===== src/common/wdtw_map.svh =====
// Field positions, bit positions, divide ratios and timing counts of the watchdog
`ifndef WDTW_MAP_SVH
`define WDTW_MAP_SVH
// System clock period in ns
`define WDTW_SYS_PERIOD_NS    50
// Nominal RC oscillator period in ns (32 kHz)
`define WDTW_RC_PERIOD_NS     31250
// Half period of the RC oscillator in system clocks, rounded down
`define WDTW_RC_HALF_CYC      (`WDTW_RC_PERIOD_NS / 2 / `WDTW_SYS_PERIOD_NS)
// Prescaler divide ratios
`define WDTW_PRE_DIV_SHORT    32
`define WDTW_PRE_DIV_LONG     128
// Configuration word field positions
`define WDTW_CFG_POST_LSB     0
`define WDTW_CFG_POST_MSB     3
`define WDTW_CFG_PRE_BIT      4
`define WDTW_CFG_WINDOW_DISABLE_BIT_BIT   6
`define WDTW_CFG_FUSE_EN_BIT  7
// Reset-control register bit positions
`define WDTW_RESET_CONTROL_REG_IDLE_BIT    2
`define WDTW_RESET_CONTROL_REG_SLEEP_BIT   3
`define WDTW_RESET_CONTROL_REG_TO_BIT      4
`define WDTW_RESET_CONTROL_REG_SWEN_BIT    5
// Postscaler counter width (2^15 maximum ratio)
`define WDTW_POST_W           16
`define WDTW_POST_MAX_SEL     15
`endif


===== src/common/wdtw_pkg.sv =====
// Types shared by the watchdog modules
`include "wdtw_map.svh"
package wdtw_pkg;
  typedef enum logic [1:0] {
    WDTW_RUN,
    WDTW_LOWPWR,
    WDTW_WAKE
  } wdtw_state_t;
  typedef logic [`WDTW_POST_W-1:0] wdtw_post_t;
endpackage


===== src/common/wdtw_tick_if.sv =====
// Carrier between the RC oscillator model and the watchdog core
`timescale 1ns/100ps
interface wdtw_tick_if;
  logic run;
  logic tick;
  modport src (input run, output tick);
  modport dst (output run, input tick);
endinterface


===== src/logic/wdtw_rc_osc.sv =====
// Low-power RC oscillator stand-in: a tick at the nominal 32 kHz rate
`timescale 1ns/100ps
`include "wdtw_map.svh"
module wdtw_rc_osc
  import wdtw_pkg::*;
(
  input  wire logic sys_clk,
  input  wire logic rst,
  wdtw_tick_if.src  osc
);
  localparam int CW = 10;
  localparam logic [CW-1:0] HALF = CW'(`WDTW_RC_HALF_CYC - 1);
  logic [CW-1:0] cnt_r;
  logic [CW-1:0] cnt_nxt;
  logic          ph_r;
  logic          ph_nxt;
  logic          tick_r;
  logic          tick_nxt;

  // --------------------------------------------------------
  // Oscillator divider
  // --------------------------------------------------------
  // Stopped and reset whenever the watchdog is off, saving power
  always_comb begin
    cnt_nxt  = cnt_r;
    ph_nxt   = ph_r;
    tick_nxt = 1'b0;
    if (!osc.run) begin
      cnt_nxt = '0;
      ph_nxt  = 1'b0;
    end else if (cnt_r == HALF) begin
      cnt_nxt  = '0;
      ph_nxt   = ~ph_r;
      tick_nxt = ph_r; // One tick per full RC period
    end else begin
      cnt_nxt = cnt_r + 1'b1;
    end
  end

  always_ff @(posedge sys_clk or posedge rst) begin
    if (rst) begin
      cnt_r  <= '0;
      ph_r   <= 1'b0;
      tick_r <= 1'b0;
    end else begin
      cnt_r  <= cnt_nxt;
      ph_r   <= ph_nxt;
      tick_r <= tick_nxt;
    end
  end

  assign osc.tick = tick_r;
endmodule


===== src/logic/wdtw_core.sv =====
// Windowed watchdog timer with prescaler, postscaler and wake-up
// How it works
// - RC oscillator runs whenever the watchdog is enabled, whatever the system clock.
// - Prescaler divides the RC clock by 32 or 128 per prescale select.
// - Prescaler period is about 1 ms or 4 ms at nominal clock.
// - Four-bit postscale select gives sixteen ratios from 1:1 to 1:32768.
// - Completed clock switch clears counter, prescaler and postscaler.
// - Power-save instruction entering sleep or idle clears all counters.
// - Leaving sleep or idle clears all counters.
// - Clear instruction in normal operation clears all counters.
// - Watchdog keeps counting in sleep and idle when enabled.
// - Time-out in sleep or idle wakes the device without reset.
// - Time-out flag is sticky; only software or device reset clears it.
// - Fuse enable set keeps the watchdog always running.
// - Fuse enable clear: watchdog runs only while soft enable is set.
// - Device reset clears the soft enable bit.
// - Early clear in window mode causes a watchdog reset at postscale ratios of 1:4 and above.
`timescale 1ns/100ps
`include "wdtw_map.svh"
module wdtw_core
  import wdtw_pkg::*;
(
  input  wire logic       sys_clk,
  input  wire logic       rst,
  input  wire logic [7:0] watchdog_config_word,
  input  wire logic       soft_enable_set,
  input  wire logic       soft_enable_clr,
  input  wire logic       timeout_flag_clr,
  input  wire logic       watchdog_clear_instr,
  input  wire logic       power_save_instr,
  input  wire logic       osc_switch_done,
  input  wire logic       low_power_exit,
  output logic            low_power_rc_osc_en,
  output logic            soft_enable_bit,
  output logic            timeout_flag,
  output logic            watchdog_reset,
  output logic            wake_request,
  output logic            in_low_power
);
  wdtw_tick_if osc_if ();

  wdtw_state_t   st_r, st_nxt;
  logic [6:0]    pre_r, pre_nxt;
  wdtw_post_t    post_r, post_nxt;
  logic          swen_r, swen_nxt;
  logic          to_r, to_nxt;
  logic          wrst_r, wrst_nxt;
  logic          wake_r, wake_nxt;
  logic          oscen_r, oscen_nxt;
  logic          lp_r, lp_nxt;

  logic [3:0]    post_sel;
  logic          pre_long;
  logic          win_dis;
  logic          fuse_en;
  logic          enabled;
  logic [6:0]    pre_last;
  wdtw_post_t    post_last;
  wdtw_post_t    win_open;
  logic          pre_wrap;
  logic          timeout;
  logic          clear_all;
  logic          early_clear;

  assign post_sel = watchdog_config_word[`WDTW_CFG_POST_MSB:`WDTW_CFG_POST_LSB];
  assign pre_long = watchdog_config_word[`WDTW_CFG_PRE_BIT];
  assign win_dis  = watchdog_config_word[`WDTW_CFG_WINDOW_DISABLE_BIT_BIT];
  assign fuse_en  = watchdog_config_word[`WDTW_CFG_FUSE_EN_BIT];

  // --------------------------------------------------------
  // Enable and oscillator
  // --------------------------------------------------------
  // Fuse wins over software; the soft bit only matters when fuse is 0
  assign enabled = fuse_en | swen_r;

  wdtw_rc_osc u_osc (
    .sys_clk (sys_clk),
    .rst     (rst),
    .osc     (osc_if.src)
  );
  assign osc_if.run = oscen_r;

  // --------------------------------------------------------
  // Prescaler and postscaler terminal counts
  // --------------------------------------------------------
  assign pre_last  = pre_long ? 7'(`WDTW_PRE_DIV_LONG - 1) : 7'(`WDTW_PRE_DIV_SHORT - 1);
  assign post_last = wdtw_post_t'((17'h00001 << post_sel) - 17'h00001);
  // Window opens at three quarters of the postscaled period
  assign win_open  = wdtw_post_t'((17'(post_last) + 17'h00001) - ((17'(post_last) + 17'h00001) >> 2));
  assign pre_wrap  = osc_if.tick && (pre_r == pre_last);
  assign timeout   = enabled && pre_wrap && (post_r == post_last);

  // Clears from the instruction stream and clock system
  // Only a clear in normal run counts, per the instruction semantics
  assign clear_all   = osc_switch_done || power_save_instr || low_power_exit ||
                       (watchdog_clear_instr && (st_r == WDTW_RUN));
  // Early clear: postscaler below the window in a ratio of at least 1:4
  assign early_clear = enabled && !win_dis && watchdog_clear_instr && (st_r == WDTW_RUN) &&
                       (post_r < win_open) && (post_sel >= 4'h2);

  // --------------------------------------------------------
  // Next-state logic
  // --------------------------------------------------------
  // Counters also run in low power; only the state changes there
  always_comb begin
    st_nxt    = st_r;
    pre_nxt   = pre_r;
    post_nxt  = post_r;
    swen_nxt  = swen_r;
    to_nxt    = to_r;
    wrst_nxt  = 1'b0;
    wake_nxt  = 1'b0;
    oscen_nxt = enabled;
    if (soft_enable_set) swen_nxt = 1'b1;
    else if (soft_enable_clr) swen_nxt = 1'b0;
    if (timeout_flag_clr) to_nxt = 1'b0;
    if (!enabled || clear_all) begin
      pre_nxt  = '0;
      post_nxt = '0;
    end else if (osc_if.tick) begin
      if (pre_wrap) begin
        pre_nxt  = '0;
        post_nxt = (post_r == post_last) ? '0 : post_r + 1'b1;
      end else begin
        pre_nxt = pre_r + 1'b1;
      end
    end
    case (st_r)
      WDTW_RUN: begin
        if (power_save_instr) begin
          st_nxt = WDTW_LOWPWR;
        end else if (timeout || early_clear) begin
          wrst_nxt = 1'b1;
          to_nxt   = timeout ? 1'b1 : to_nxt; // Set wins over clear
        end
      end
      WDTW_LOWPWR: begin
        if (low_power_exit) begin
          st_nxt = WDTW_RUN;
        end else if (timeout) begin
          st_nxt   = WDTW_WAKE;
          wake_nxt = 1'b1;
          to_nxt   = 1'b1;
        end
      end
      WDTW_WAKE: begin
        // Resume after the power-save point; counters start afresh
        st_nxt   = WDTW_RUN;
        pre_nxt  = '0;
        post_nxt = '0;
      end
      default: st_nxt = WDTW_RUN;
    endcase
    // Low-power status follows the state being entered
    lp_nxt = (st_nxt == WDTW_LOWPWR);
  end

  // --------------------------------------------------------
  // Registers; reset clears everything incl. soft enable
  // --------------------------------------------------------
  always_ff @(posedge sys_clk or posedge rst) begin
    if (rst) begin
      st_r    <= WDTW_RUN;
      pre_r   <= '0;
      post_r  <= '0;
      swen_r  <= 1'b0;
      to_r    <= 1'b0;
      wrst_r  <= 1'b0;
      wake_r  <= 1'b0;
      oscen_r <= 1'b0;
      lp_r    <= 1'b0;
    end else begin
      st_r    <= st_nxt;
      pre_r   <= pre_nxt;
      post_r  <= post_nxt;
      swen_r  <= swen_nxt;
      to_r    <= to_nxt;
      wrst_r  <= wrst_nxt;
      wake_r  <= wake_nxt;
      oscen_r <= oscen_nxt;
      lp_r    <= lp_nxt;
    end
  end

  assign low_power_rc_osc_en = oscen_r;
  assign soft_enable_bit     = swen_r;
  assign timeout_flag        = to_r;
  assign watchdog_reset      = wrst_r;
  assign wake_request        = wake_r;
  assign in_low_power        = lp_r;

  // --------------------------------------------------------
  // Assertions
  // --------------------------------------------------------
  a_fuse_keeps_on: assert property (@(posedge sys_clk) disable iff (rst)
    fuse_en |=> low_power_rc_osc_en)
    else $error("oscillator off while fuse enable set");
  a_osc_follows_en: assert property (@(posedge sys_clk) disable iff (rst)
    !enabled ##1 !enabled |-> !low_power_rc_osc_en)
    else $error("oscillator on while watchdog disabled");
  a_flag_sticky: assert property (@(posedge sys_clk) disable iff (rst)
    timeout_flag && !timeout_flag_clr |=> timeout_flag)
    else $error("timeout flag dropped without software clear");
  a_run_timeout_rst: assert property (@(posedge sys_clk) disable iff (rst)
    (st_r == WDTW_RUN) && timeout && !power_save_instr |=> watchdog_reset && timeout_flag)
    else $error("run-mode timeout missed reset or flag");
  a_sleep_wake: assert property (@(posedge sys_clk) disable iff (rst)
    (st_r == WDTW_LOWPWR) && timeout && !low_power_exit |=>
    (wake_request && !watchdog_reset) ##1 (st_r == WDTW_RUN))
    else $error("low-power timeout did not wake cleanly");
  a_clear_zeroes: assert property (@(posedge sys_clk) disable iff (rst)
    clear_all |=> (pre_r == '0) && (post_r == '0))
    else $error("counters not cleared");
  a_early_clear: assert property (@(posedge sys_clk) disable iff (rst)
    early_clear && !power_save_instr |=> watchdog_reset)
    else $error("early clear did not reset");
  a_pre_bound: assert property (@(posedge sys_clk) disable iff (rst)
    pre_r <= pre_last || $changed(pre_long))
    else $error("prescaler past its terminal count");
  a_soft_off: assert property (@(posedge sys_clk) disable iff (rst)
    !fuse_en && !soft_enable_bit |-> (pre_r == '0) || $past(enabled))
    else $error("counting while disabled");
  c_run_timeout: cover property (@(posedge sys_clk) disable iff (rst) watchdog_reset && timeout_flag);
  c_wake: cover property (@(posedge sys_clk) disable iff (rst) wake_request);
  c_early: cover property (@(posedge sys_clk) disable iff (rst) early_clear);
  c_lp_exit: cover property (@(posedge sys_clk) disable iff (rst) (st_r == WDTW_LOWPWR) && low_power_exit);
endmodule


===== config.mk =====
export PLATFORM = sky130hd
export DESIGN_NAME = wdtw_core
export DESIGN_NICKNAME = d
export VERILOG_FILES = /design/src/common/wdtw_pkg.sv /design/src/common/wdtw_tick_if.sv /design/src/logic/wdtw_rc_osc.sv /design/src/logic/wdtw_core.sv
export VERILOG_INCLUDE_DIRS = /design/src /design/src/common
export SDC_FILE = /design/constraint.sdc
export NUM_CORES = 1
export LEC_CHECK = 0
export BUFFER_PORTS_ARGS = -buffer_cell sky130_fd_sc_hd__buf_2
export CAP_MARGIN = 20
export CORE_ASPECT_RATIO = 1.2
export CORE_UTILIZATION = 40
export CTS_BUF_LIST = sky130_fd_sc_hd__clkbuf_4 sky130_fd_sc_hd__clkbuf_8
export DETAILED_ROUTE_END_ITERATION = 7
export SYNTH_ARGS = -nofsm -noshare
export SYNTH_HDL_FRONTEND = slang
export SYNTH_SLANG_ARGS = --single-unit

===== constraint.sdc =====
create_clock -name sys_clk -period 2.77 [get_ports sys_clk]
set_clock_uncertainty 0.2 [all_clocks]
set_input_delay 0.554 -clock sys_clk [delete_from_list [all_inputs] [get_ports sys_clk]]
set_output_delay 0.554 -clock sys_clk [all_outputs]
set_load 0.05 [all_outputs]

* After elaboration in Yosys (flattened, before gate mapping)
Cells that the tools add are included.
Widths: inputs -> output; s select.
** Storage, ports and cells
- Flip-flop bits (word level) :: 43
- Input bits :: 17
- Output and inout bits :: 6
- Word-level logic and storage cells :: 85
** Operators by class
- $add $sub $neg :: 6
- Magnitude comparators :: 2
- Equal/unequal tests :: 7
- Shift operators :: 1
- Mux-type cells :: 34
- Bitwise logic cells :: 2
- Reduce and logical (&&, ||, !) cells :: 21
** Operators with widths (count)
- $mux 16 :: 5
- $mux 7 :: 5
- $mux 10 :: 2
- $add 16x1->17 const B :: 1
- $mux 1 :: 17
- $add 16x1->16 const B :: 1
- $eq 16x16->1 :: 1
- $lt 16x16->1 :: 1
- $shl 1x4->16 const A :: 1
- $sub 16x1->16 const B :: 1
- $sub 16x15->16 :: 1
- $add 10x1->10 const B :: 1
- $eq 10x9->1 const B :: 1
- $logic_and 1x1->1 :: 9
- $add 7x1->7 const B :: 1
- $eq 7x7->1 :: 1
- $mux 2 :: 3
- $reduce_bool 3->1 :: 2
- $logic_or 1x1->1 :: 5
- $eq 2x1->1 const B :: 2
- $ge 4x2->1 const B :: 1
- $pmux 2 s2 :: 1
- $eq 2x2->1 const B :: 1
- $logic_not 1->1 :: 2
- 7 further kinds :: 7

* Depth between registers and ports, before layout
Gate-level depths: netlist (run 1).
- Depth after elaboration :: 11
- Gate-level depth with buffers :: 29
- Mapped depth without buffers :: 26

* Modules after synthesis
A second synthesis (run 1) with hierarchy kept.
** Second synthesis, totals
- Cell total of the unflattened synthesis :: 538
- Area total of the unflattened synthesis :: 4300.4 um^2
** By module, submodules not included
- wdtw_core :: instances 1, cells each 482, area each 3701.0 um^2
- wdtw_rc_osc :: instances 1, cells each 56, area each 599.3 um^2

* Worst setup path before layout (run 1)
No wires, ideal clock.
- Path kind :: in2reg
- Start :: in watchdog_config_word[1]
- End :: reg wrst_r, in the netlist watchdog_reset
- Arrival :: 5446 ps
- Data required time :: 2504 ps
- Path slack :: -2941 ps
- Stages on the path :: 25
- Buffers on the path :: 3
- Cells stage by stage :: or2_1 buf_4 or3_1 ha_1 buf_2 buf_2 or3b_1 mux2i_4 xnor2_1 inv_1 fa_1 a21o_1 a21oi_1 o211ai_1 a221oi_1 o21bai_1 a21oi_1 o211ai_1 xnor2_1 ha_1 nor2b_1 o21ai_0 o21ai_0 a311o_1 nand2_1
** On the way
- Cells in the longest elaborated chain, start to end :: 11
- Elaborated cells on any way between the ends :: 14
** Ends and longest elaborated chain
- start: declaration :: line wdtw_core.sv:25 : input wire logic [7:0] watchdog_config_word,
- $shl 1x4->16 :: line wdtw_core.sv:87 : assign post_last = wdtw_post_t'((17'h00001 << post_sel) - 17'h00001);
- $sub 16x1->16 :: line wdtw_core.sv:87
- $add 16x1->17 :: line wdtw_core.sv:89 : assign win_open = wdtw_post_t'((17'(post_last) + 17'h00001) - ((17'(post_last) + 17'h00001) >> 2));
- $sub 16x15->16 :: line wdtw_core.sv:89
- $lt 16x16->1 :: line wdtw_core.sv:99 : (post_r < win_open) && (post_sel >= 4'h2);
- $logic_and 1x1->1 :: line wdtw_core.sv:98 : assign early_clear = enabled && !win_dis && watchdog_clear_instr && (st_r == WDTW_RUN) &&
- $logic_and 1x1->1 :: line wdtw_core.sv:99
- $logic_or 1x1->1 * :: line wdtw_core.sv:132 : end else if (timeout || early_clear) begin
- $mux 1 * :: line wdtw_core.sv:132
- $mux 1 * :: line wdtw_core.sv:130 : if (power_save_instr) begin
- $mux 1 * :: line wdtw_core.sv:128 : case (st_r)
- net wrst_nxt :: line wdtw_core.sv:47 : logic wrst_r, wrst_nxt;
- end signal: assignment :: line wdtw_core.sv:178 : wrst_r <= wrst_nxt;
- end: declaration :: line wdtw_core.sv:47
Mark *: on every way through the listed nets, which the timed path passes. The rest lies on a longest branch.
A chain may end at the register's enable or synchronous reset.

* Worst setup path after layout (run 1)
- Start :: in watchdog_config_word[2]
- End :: reg wrst_r, in the netlist watchdog_reset
Same word-level chain as after synthesis.

==> qor.txt, run 1 <==
status: complete, but fails checks
failing checks: setup timing
leading cell type in the layout, fill and taps excluded: buf_4
die width: 94.3 um
Worst-path clk slew: 0.09 ns
worst IR drop on VDD: 0.227 mV
final setup vio count: 22
Worst Hold Class: in2async
most frequent cells in the layout: 96 x buf_4, 43 x dfrtp_1, 38 x nand2_1
Buf/Inv on CP: 2
# rows: 40
# hold bufs at CTS: 0
critical path class: in2reg
slowest cell delay on critical path: 0.40 ns
initial antenna violation count: 0
layout net count: 646
Yosys top cell by area: dfrtp_1
syn_area_per_cell: 8.72 sq um
Ant. Diodes: 0
crit-path cells: buf_6, or2_4, or3_4, ha_4, or3b_4, mux2i_4, buf_6, nand4b_4, mux2_4, ha_4, a21oi_4, o211ai_1, a221oi_2, o21bai_1, a21oi_1, o211ai_1, xnor2_1, ha_1, nand4_1, nor2_2, nand2_1, nand3_1, a311o_1, nand2_1
Post-synth EDFFs: 0
Max Transition Viols Final: 0
setup ws final: -2.32 ns
Pint: 1.51 mW
Num CTS Buffers: 5
Via density: 5.27
via count: 3,764
post-synthesis cell area: 0.00409 sq mm
die area: 0.0106 sq mm
Routed Antenna Nets: 0
Max Clk Rate: 196 MHz
Layout area overhead: 35.1%
post-synth cell types: 70
Main synth FF type: dfrtp_1
clock latency on the worst-skew pair: 0.30 ns
worst hold slack: 0.172 ns
CTS tree: yes
final WL: 10,500 um
RD Place Congestion: 0.894
number of global-route vias before repair: 3,939
Flop pwr share: 31.1%
Pwr Total: 2.25 mW
Clock Tree Root: clkbuf_8
Comb pwr share: 42.7%
Post-route DRC: 0
Mapped Cells: 469
H-Tree Depth: 2
CORE AREA: 0.00996 sq mm
Starting DRT DRC Count: 177
Max Cap Viol: 0
GRT Total Usage: 20.8%
Pre-antenna DRT Iters: 4
post-route cell area: 0.00553 sq mm
Worst setup EP type: flip-flop
IO Count: 23
first-pass GRT wire length: 17,800 um
crit path max fanout: 4
Setup crit start kind: input port
Slew headroom: 63.9%
largest net degree at the start of global routing: 44
fillers: 912
P per Cell Area: 406 mW/mm^2
Starting Density: 41.1%
Final min period: 5.09 ns
Sw Ratio: 32.7%
wire per inst: 14.7 um
pre-CTS setup slack: -2.65 ns
slowest cell on the critical path: or3b_4
CTS Buffer Depth: 2
DIE HEIGHT: 113 um
asr flop ratio synth: 100%
cells taking the most area after synthesis: dfrtp_1 26%, ha_1 13%, xor2_1 6.9%
leakage power: 2.64 nW
Top Family by Delay on Critical Path: simple AND/OR/NAND/NOR gates
RSZ-0062 raised after global routing: true
final hold vios: 0
share of cells above drive strength 1: 35.9%
sequential area share after synthesis: 26.3%
Synth Register Bits: 43
Ys Warns: 0
Post-Place Cell Area: 0.00509 sq mm
top cell type's share of synthesized area: 26.3%
clk sink count: 43
dpl hpwl: 7950 um
WP data arrival: 5.14 ns
PortBufs: 21
Mapped Nets: 528
Data required, critical path: 2.81 ns
total congestion overflow: 0
period utilisation layout: 184%
Worst-Margin Slew: 0.541 ns
switching power: 0.735 mW
Clock Power Share: 26.2%
-- sequential cells by signal (all words and copies together) (netlist names), 2 cells and up --
signal,count
post_r,16
pre_r,7
st_r,2
u_osc.cnt_r,10
-- worst register-to-register path, delay by kind of cell, from the launching register on --
kind | cells | cell delay [ns]
simple gates | 2 | 0.72
flops | 1 | 0.39
buf+inv | 1 | 0.14
compound gates | 6 | 1.07
-- Yosys cell counts (4+ instances only) --
| cell | n |
|---|---|
| and2_1 | 5 |
| nor4_1 | 4 |
| inv_1 | 24 |
| nand3_1 | 18 |
| a21o_1 | 11 |
| buf_2 | 6 |
| a21oi_1 | 23 |
| buf_6 | 5 |
| or3_1 | 5 |
| ha_1 | 41 |
| xor2_1 | 32 |
| nand2_1 | 40 |
| dfrtp_1 | 43 |
| o22ai_1 | 10 |
| nor2_1 | 37 |
| nand2b_1 | 4 |
| o21ai_0 | 23 |
| nor3b_1 | 8 |
| clkbuf_1 | 4 |
| nand4_1 | 8 |
| xnor2_1 | 27 |
| and3_1 | 11 |
| nor3_1 | 11 |
-- metrics by stage --
| step | std cells | setup TNS [ns] | utilization, % |
|---|---|---|---|
| final | 714 | -16.33 | 55.5 |
| after global routing | 714 | -18.76 | 55.5 |
| after CTS | 709 | -15.08 | 54.5 |
| after detailed placement | 696 | -23.36 | 51.1 |
| after global placement | 696 | -22.31 | 51.1 |
| after floorplan | 469 | -17.45 | - |
-- power groups by stage --
stage | logic (mW) | clock network [mW] | registers (mW)
6_report | 0.959 | 0.588 | 0.699
5_1_grt | 1.06 | 0.625 | 0.705
4_1_cts | 0.936 | 0.596 | 0.699
3_5_place_dp | 0.898 | 0 | 0.712
3_3_place_gp | 0.870 | 0 | 0.708
2_1_floorplan | 0.567 | 0 | 0.718
-- area by class of cell --
cell class | instances | area, sq um | area share [%]
timing repair buffer | 129 | 971 | 17.6
inverter | 25 | 93.8 | 1.70
clock inverter | 3 | 67.6 | 1.22
clock buffer | 5 | 68.8 | 1.24
tap | 126 | 158 | 2.85
multi-input combinational | 383 | 3090 | 56.0
sequential | 43 | 1080 | 19.5
-- worst paths after layout --
kind	start	to	slack [ns]	cells past startpoint
max	watchdog_config_word[2]	watchdog_reset$_DFF_PP0_	-2.32	24
min	rst	post_r[7]$_DFFE_PP0P_	0.17	3
max reg2reg	post_r[0]$_DFFE_PP0P_	post_r[9]$_DFFE_PP0P_	0.14	9
min reg2reg	u_osc.cnt_r[0]$_DFF_PP0_	u_osc.cnt_r[0]$_DFF_PP0_	0.26	1
max in group asynchronous	rst	pre_r[4]$_DFFE_PP0P_	1.83	3
min in group sys_clk	soft_enable_set	soft_enable_bit$_DFFE_PP0P_	0.23	2
-- repair_timing --
item | CTS | global route
setup buffers | 6 | 5
gates cloned | 1 | 0
endpoints found under the setup margin | 22 | 22
pin swaps | 17 | 9
resized for setup | 37 | 13
-- layer usage --
metal,GRT usage [%],wire length [um],vias to the layer above
met3,1.81,214,22
met4,6.05,247,0
met5,0,0,-
met1,25.0,4460,1802
li1,-,-,1880
met2,38.6,5560,60
-- logic make-up after synthesis --
family / after synthesis / share of synthesized area (%)
simple gates: 182 / 25.3
compound gates: 91 / 14.0
xor+xnor: 61 / 13.7
flops: 43 / 26.3
buf+inv: 43 / 5.63
fa+ha+maj: 42 / 13.0
mux: 6 / 1.93
other cells: 1 / 0.0917
No activity file was read; power rests on OpenSTA's default activity.
==> run 2, diff against run 1 <==
- CORE_UTILIZATION: 40 -> 50
- PLACE_DENSITY: unset -> 0.7
- TNS_END_PERCENT: unset -> 20
==> qor.txt, run 2 (synthesized netlist as in run 1, its figures left out) <==
crit path max fanout: 4
Data required, critical path: 2.81 ns
Clock Tree Root: clkbuf_8
Post-route DRC: 0
initial antenna violation count: 0
CTS Buffer Depth: 2
max FFs per register: 16
IO Count: 23
Starting DRT DRC Count: 121
Worst Hold Class: in2async
Slew headroom: 64.2%
layout net count: 639
fin cells: 673
status: complete, but fails checks
share of cells above drive strength 1: 33.0%
P per Cell Area: 386 mW/mm^2
Max Clk Rate: 200 MHz
clock latency on the worst-skew pair: 0.30 ns
setup ws final: -2.23 ns
dpl cells: 657
RSZ-0062 raised after global routing: true
# rows: 35
critical path class: in2reg
biggest regs: post_r: 16 flops, u_osc.cnt_r: 10 flops, pre_r: 7 flops
Ant. Diodes: 0
Setup crit start kind: input port
most frequent cells in the layout: 89 x buf_4, 43 x dfrtp_1, 39 x nand2_1
CTS tree: yes
largest net degree at the start of global routing: 44
Final min period: 5.00 ns
Num CTS Buffers: 5
first-pass GRT wire length: 17,300 um
PortBufs: 21
Routed Antenna Nets: 0
Worst-Margin Slew: 0.536 ns
die area: 0.00855 sq mm
H-Tree Depth: 2
final hold vios: 0
GRT Total Usage: 24.9%
post-route cell area: 0.00532 sq mm
# hold bufs at CTS: 0
die width: 84.6 um
total congestion overflow: 0
final setup vio count: 22
via count: 3,765
Starting Density: 52.5%
Via density: 5.59
Pre-antenna DRT Iters: 6
period utilisation layout: 181%
leading cell type in the layout, fill and taps excluded: buf_4
Reg with most FFs: post_r
final WL: 10,100 um
Post-Place Cell Area: 0.00498 sq mm
Max Cap Viol: 0
DIE HEIGHT: 101 um
Max Transition Viols Final: 0
wire per inst: 15.0 um
number of global-route vias before repair: 3,925
worst IR drop on VDD: 0.243 mV
Worst-path clk slew: 0.09 ns
RD Place Congestion: 0.902
clk sink count: 43
leakage power: 2.56 nW
WP data arrival: 5.04 ns
CORE AREA: 0.00779 sq mm
Worst setup EP type: flip-flop
failing checks: setup timing
dpl hpwl: 7740 um
Layout area overhead: 30.1%
-- run 2: repair_timing --
action                     in CTS  in global routing
resized for setup              43                 15
pin swaps                      33                 14
gates cloned                    1                  1
setup endpoints to repair      22                 22
buffers inserted               11                  4
-- run 2: worst max-delay path, cell delays in order --
cell and delay, ns:
buf_6 0.09, or2_1 0.23, or3_4 0.39, ha_4 0.22, or3b_4 0.40, mux2i_4 0.25
nand4b_4 0.17, mux2_2 0.35, ha_4 0.27, a21oi_4 0.15, o211ai_1 0.15, a221oi_2 0.32
o21bai_1 0.10, a21oi_1 0.13, o211ai_1 0.11, xnor2_1 0.13, ha_1 0.29, nor2b_1 0.14
o21ai_1 0.13, o21ai_1 0.09, a311o_1 0.28, nand2_1 0.07
-- run 2: per-stage QoR --
| step | hold WS (ns) | setup TNS, ns | power [mW] | util [%] | setup WS [ns] |
|---|---|---|---|---|---|
| 2_1_floorplan | 0.233 | -17.43 | 1.28 | - | -2.60 |
| 3_3_place_gp | 0.249 | -22.59 | 1.56 | 63.9 | -2.48 |
| 3_5_place_dp | 0.263 | -23.06 | 1.60 | 63.9 | -2.56 |
| 4_1_cts | 0.194 | -28.60 | 2.06 | 68.3 | -2.13 |
| 5_1_grt | 0.229 | -20.94 | 2.19 | 68.3 | -2.42 |
| 6_report | 0.177 | -18.58 | 2.05 | 68.3 | -2.23 |
-- run 2: area by class of cell --
class	count	area (sq um)
inverters	25	93.8
fillers	598	2470
multi-input cells	383	3030
clock inverters	3	23.8
clock buffers	5	68.8
flip-flops and latches	43	1080
well taps	92	115
repair buffers	122	915
-- run 2: layer usage --
layer / up-vias / GRT usage (%) / wire, um
met5: - / 0 / 0
met4: 0 / 9.91 / 252
met3: 22 / 2.54 / 193
met2: 47 / 48.0 / 5350
met1: 1825 / 27.8 / 4280
li1: 1871 / - / -
-- run 2: where the power goes --
part / total, mW / internal [mW] / switching (mW)
clock network: 0.411 / 0.180 / 0.231
logic: 0.944 / 0.483 / 0.461
registers: 0.697 / 0.662 / 0.0357
-- run 2: path summary, 6_finish.rpt --
path	startpoint	end	slack, ns	cells after the start
max reg2reg	post_r[9]$_DFFE_PP0P_	post_r[9]$_DFFE_PP0P_	0.14	10
min in group sys_clk	timeout_flag_clr	timeout_flag$_DFF_PP0_	0.23	2
min reg2reg	u_osc.cnt_r[0]$_DFF_PP0_	u_osc.cnt_r[0]$_DFF_PP0_	0.27	1
max	watchdog_config_word[2]	watchdog_reset$_DFF_PP0_	-2.23	22
min	rst	pre_r[6]$_DFFE_PP0P_	0.18	3
max in group asynchronous	rst	wake_request$_DFF_PP0_	1.83	3
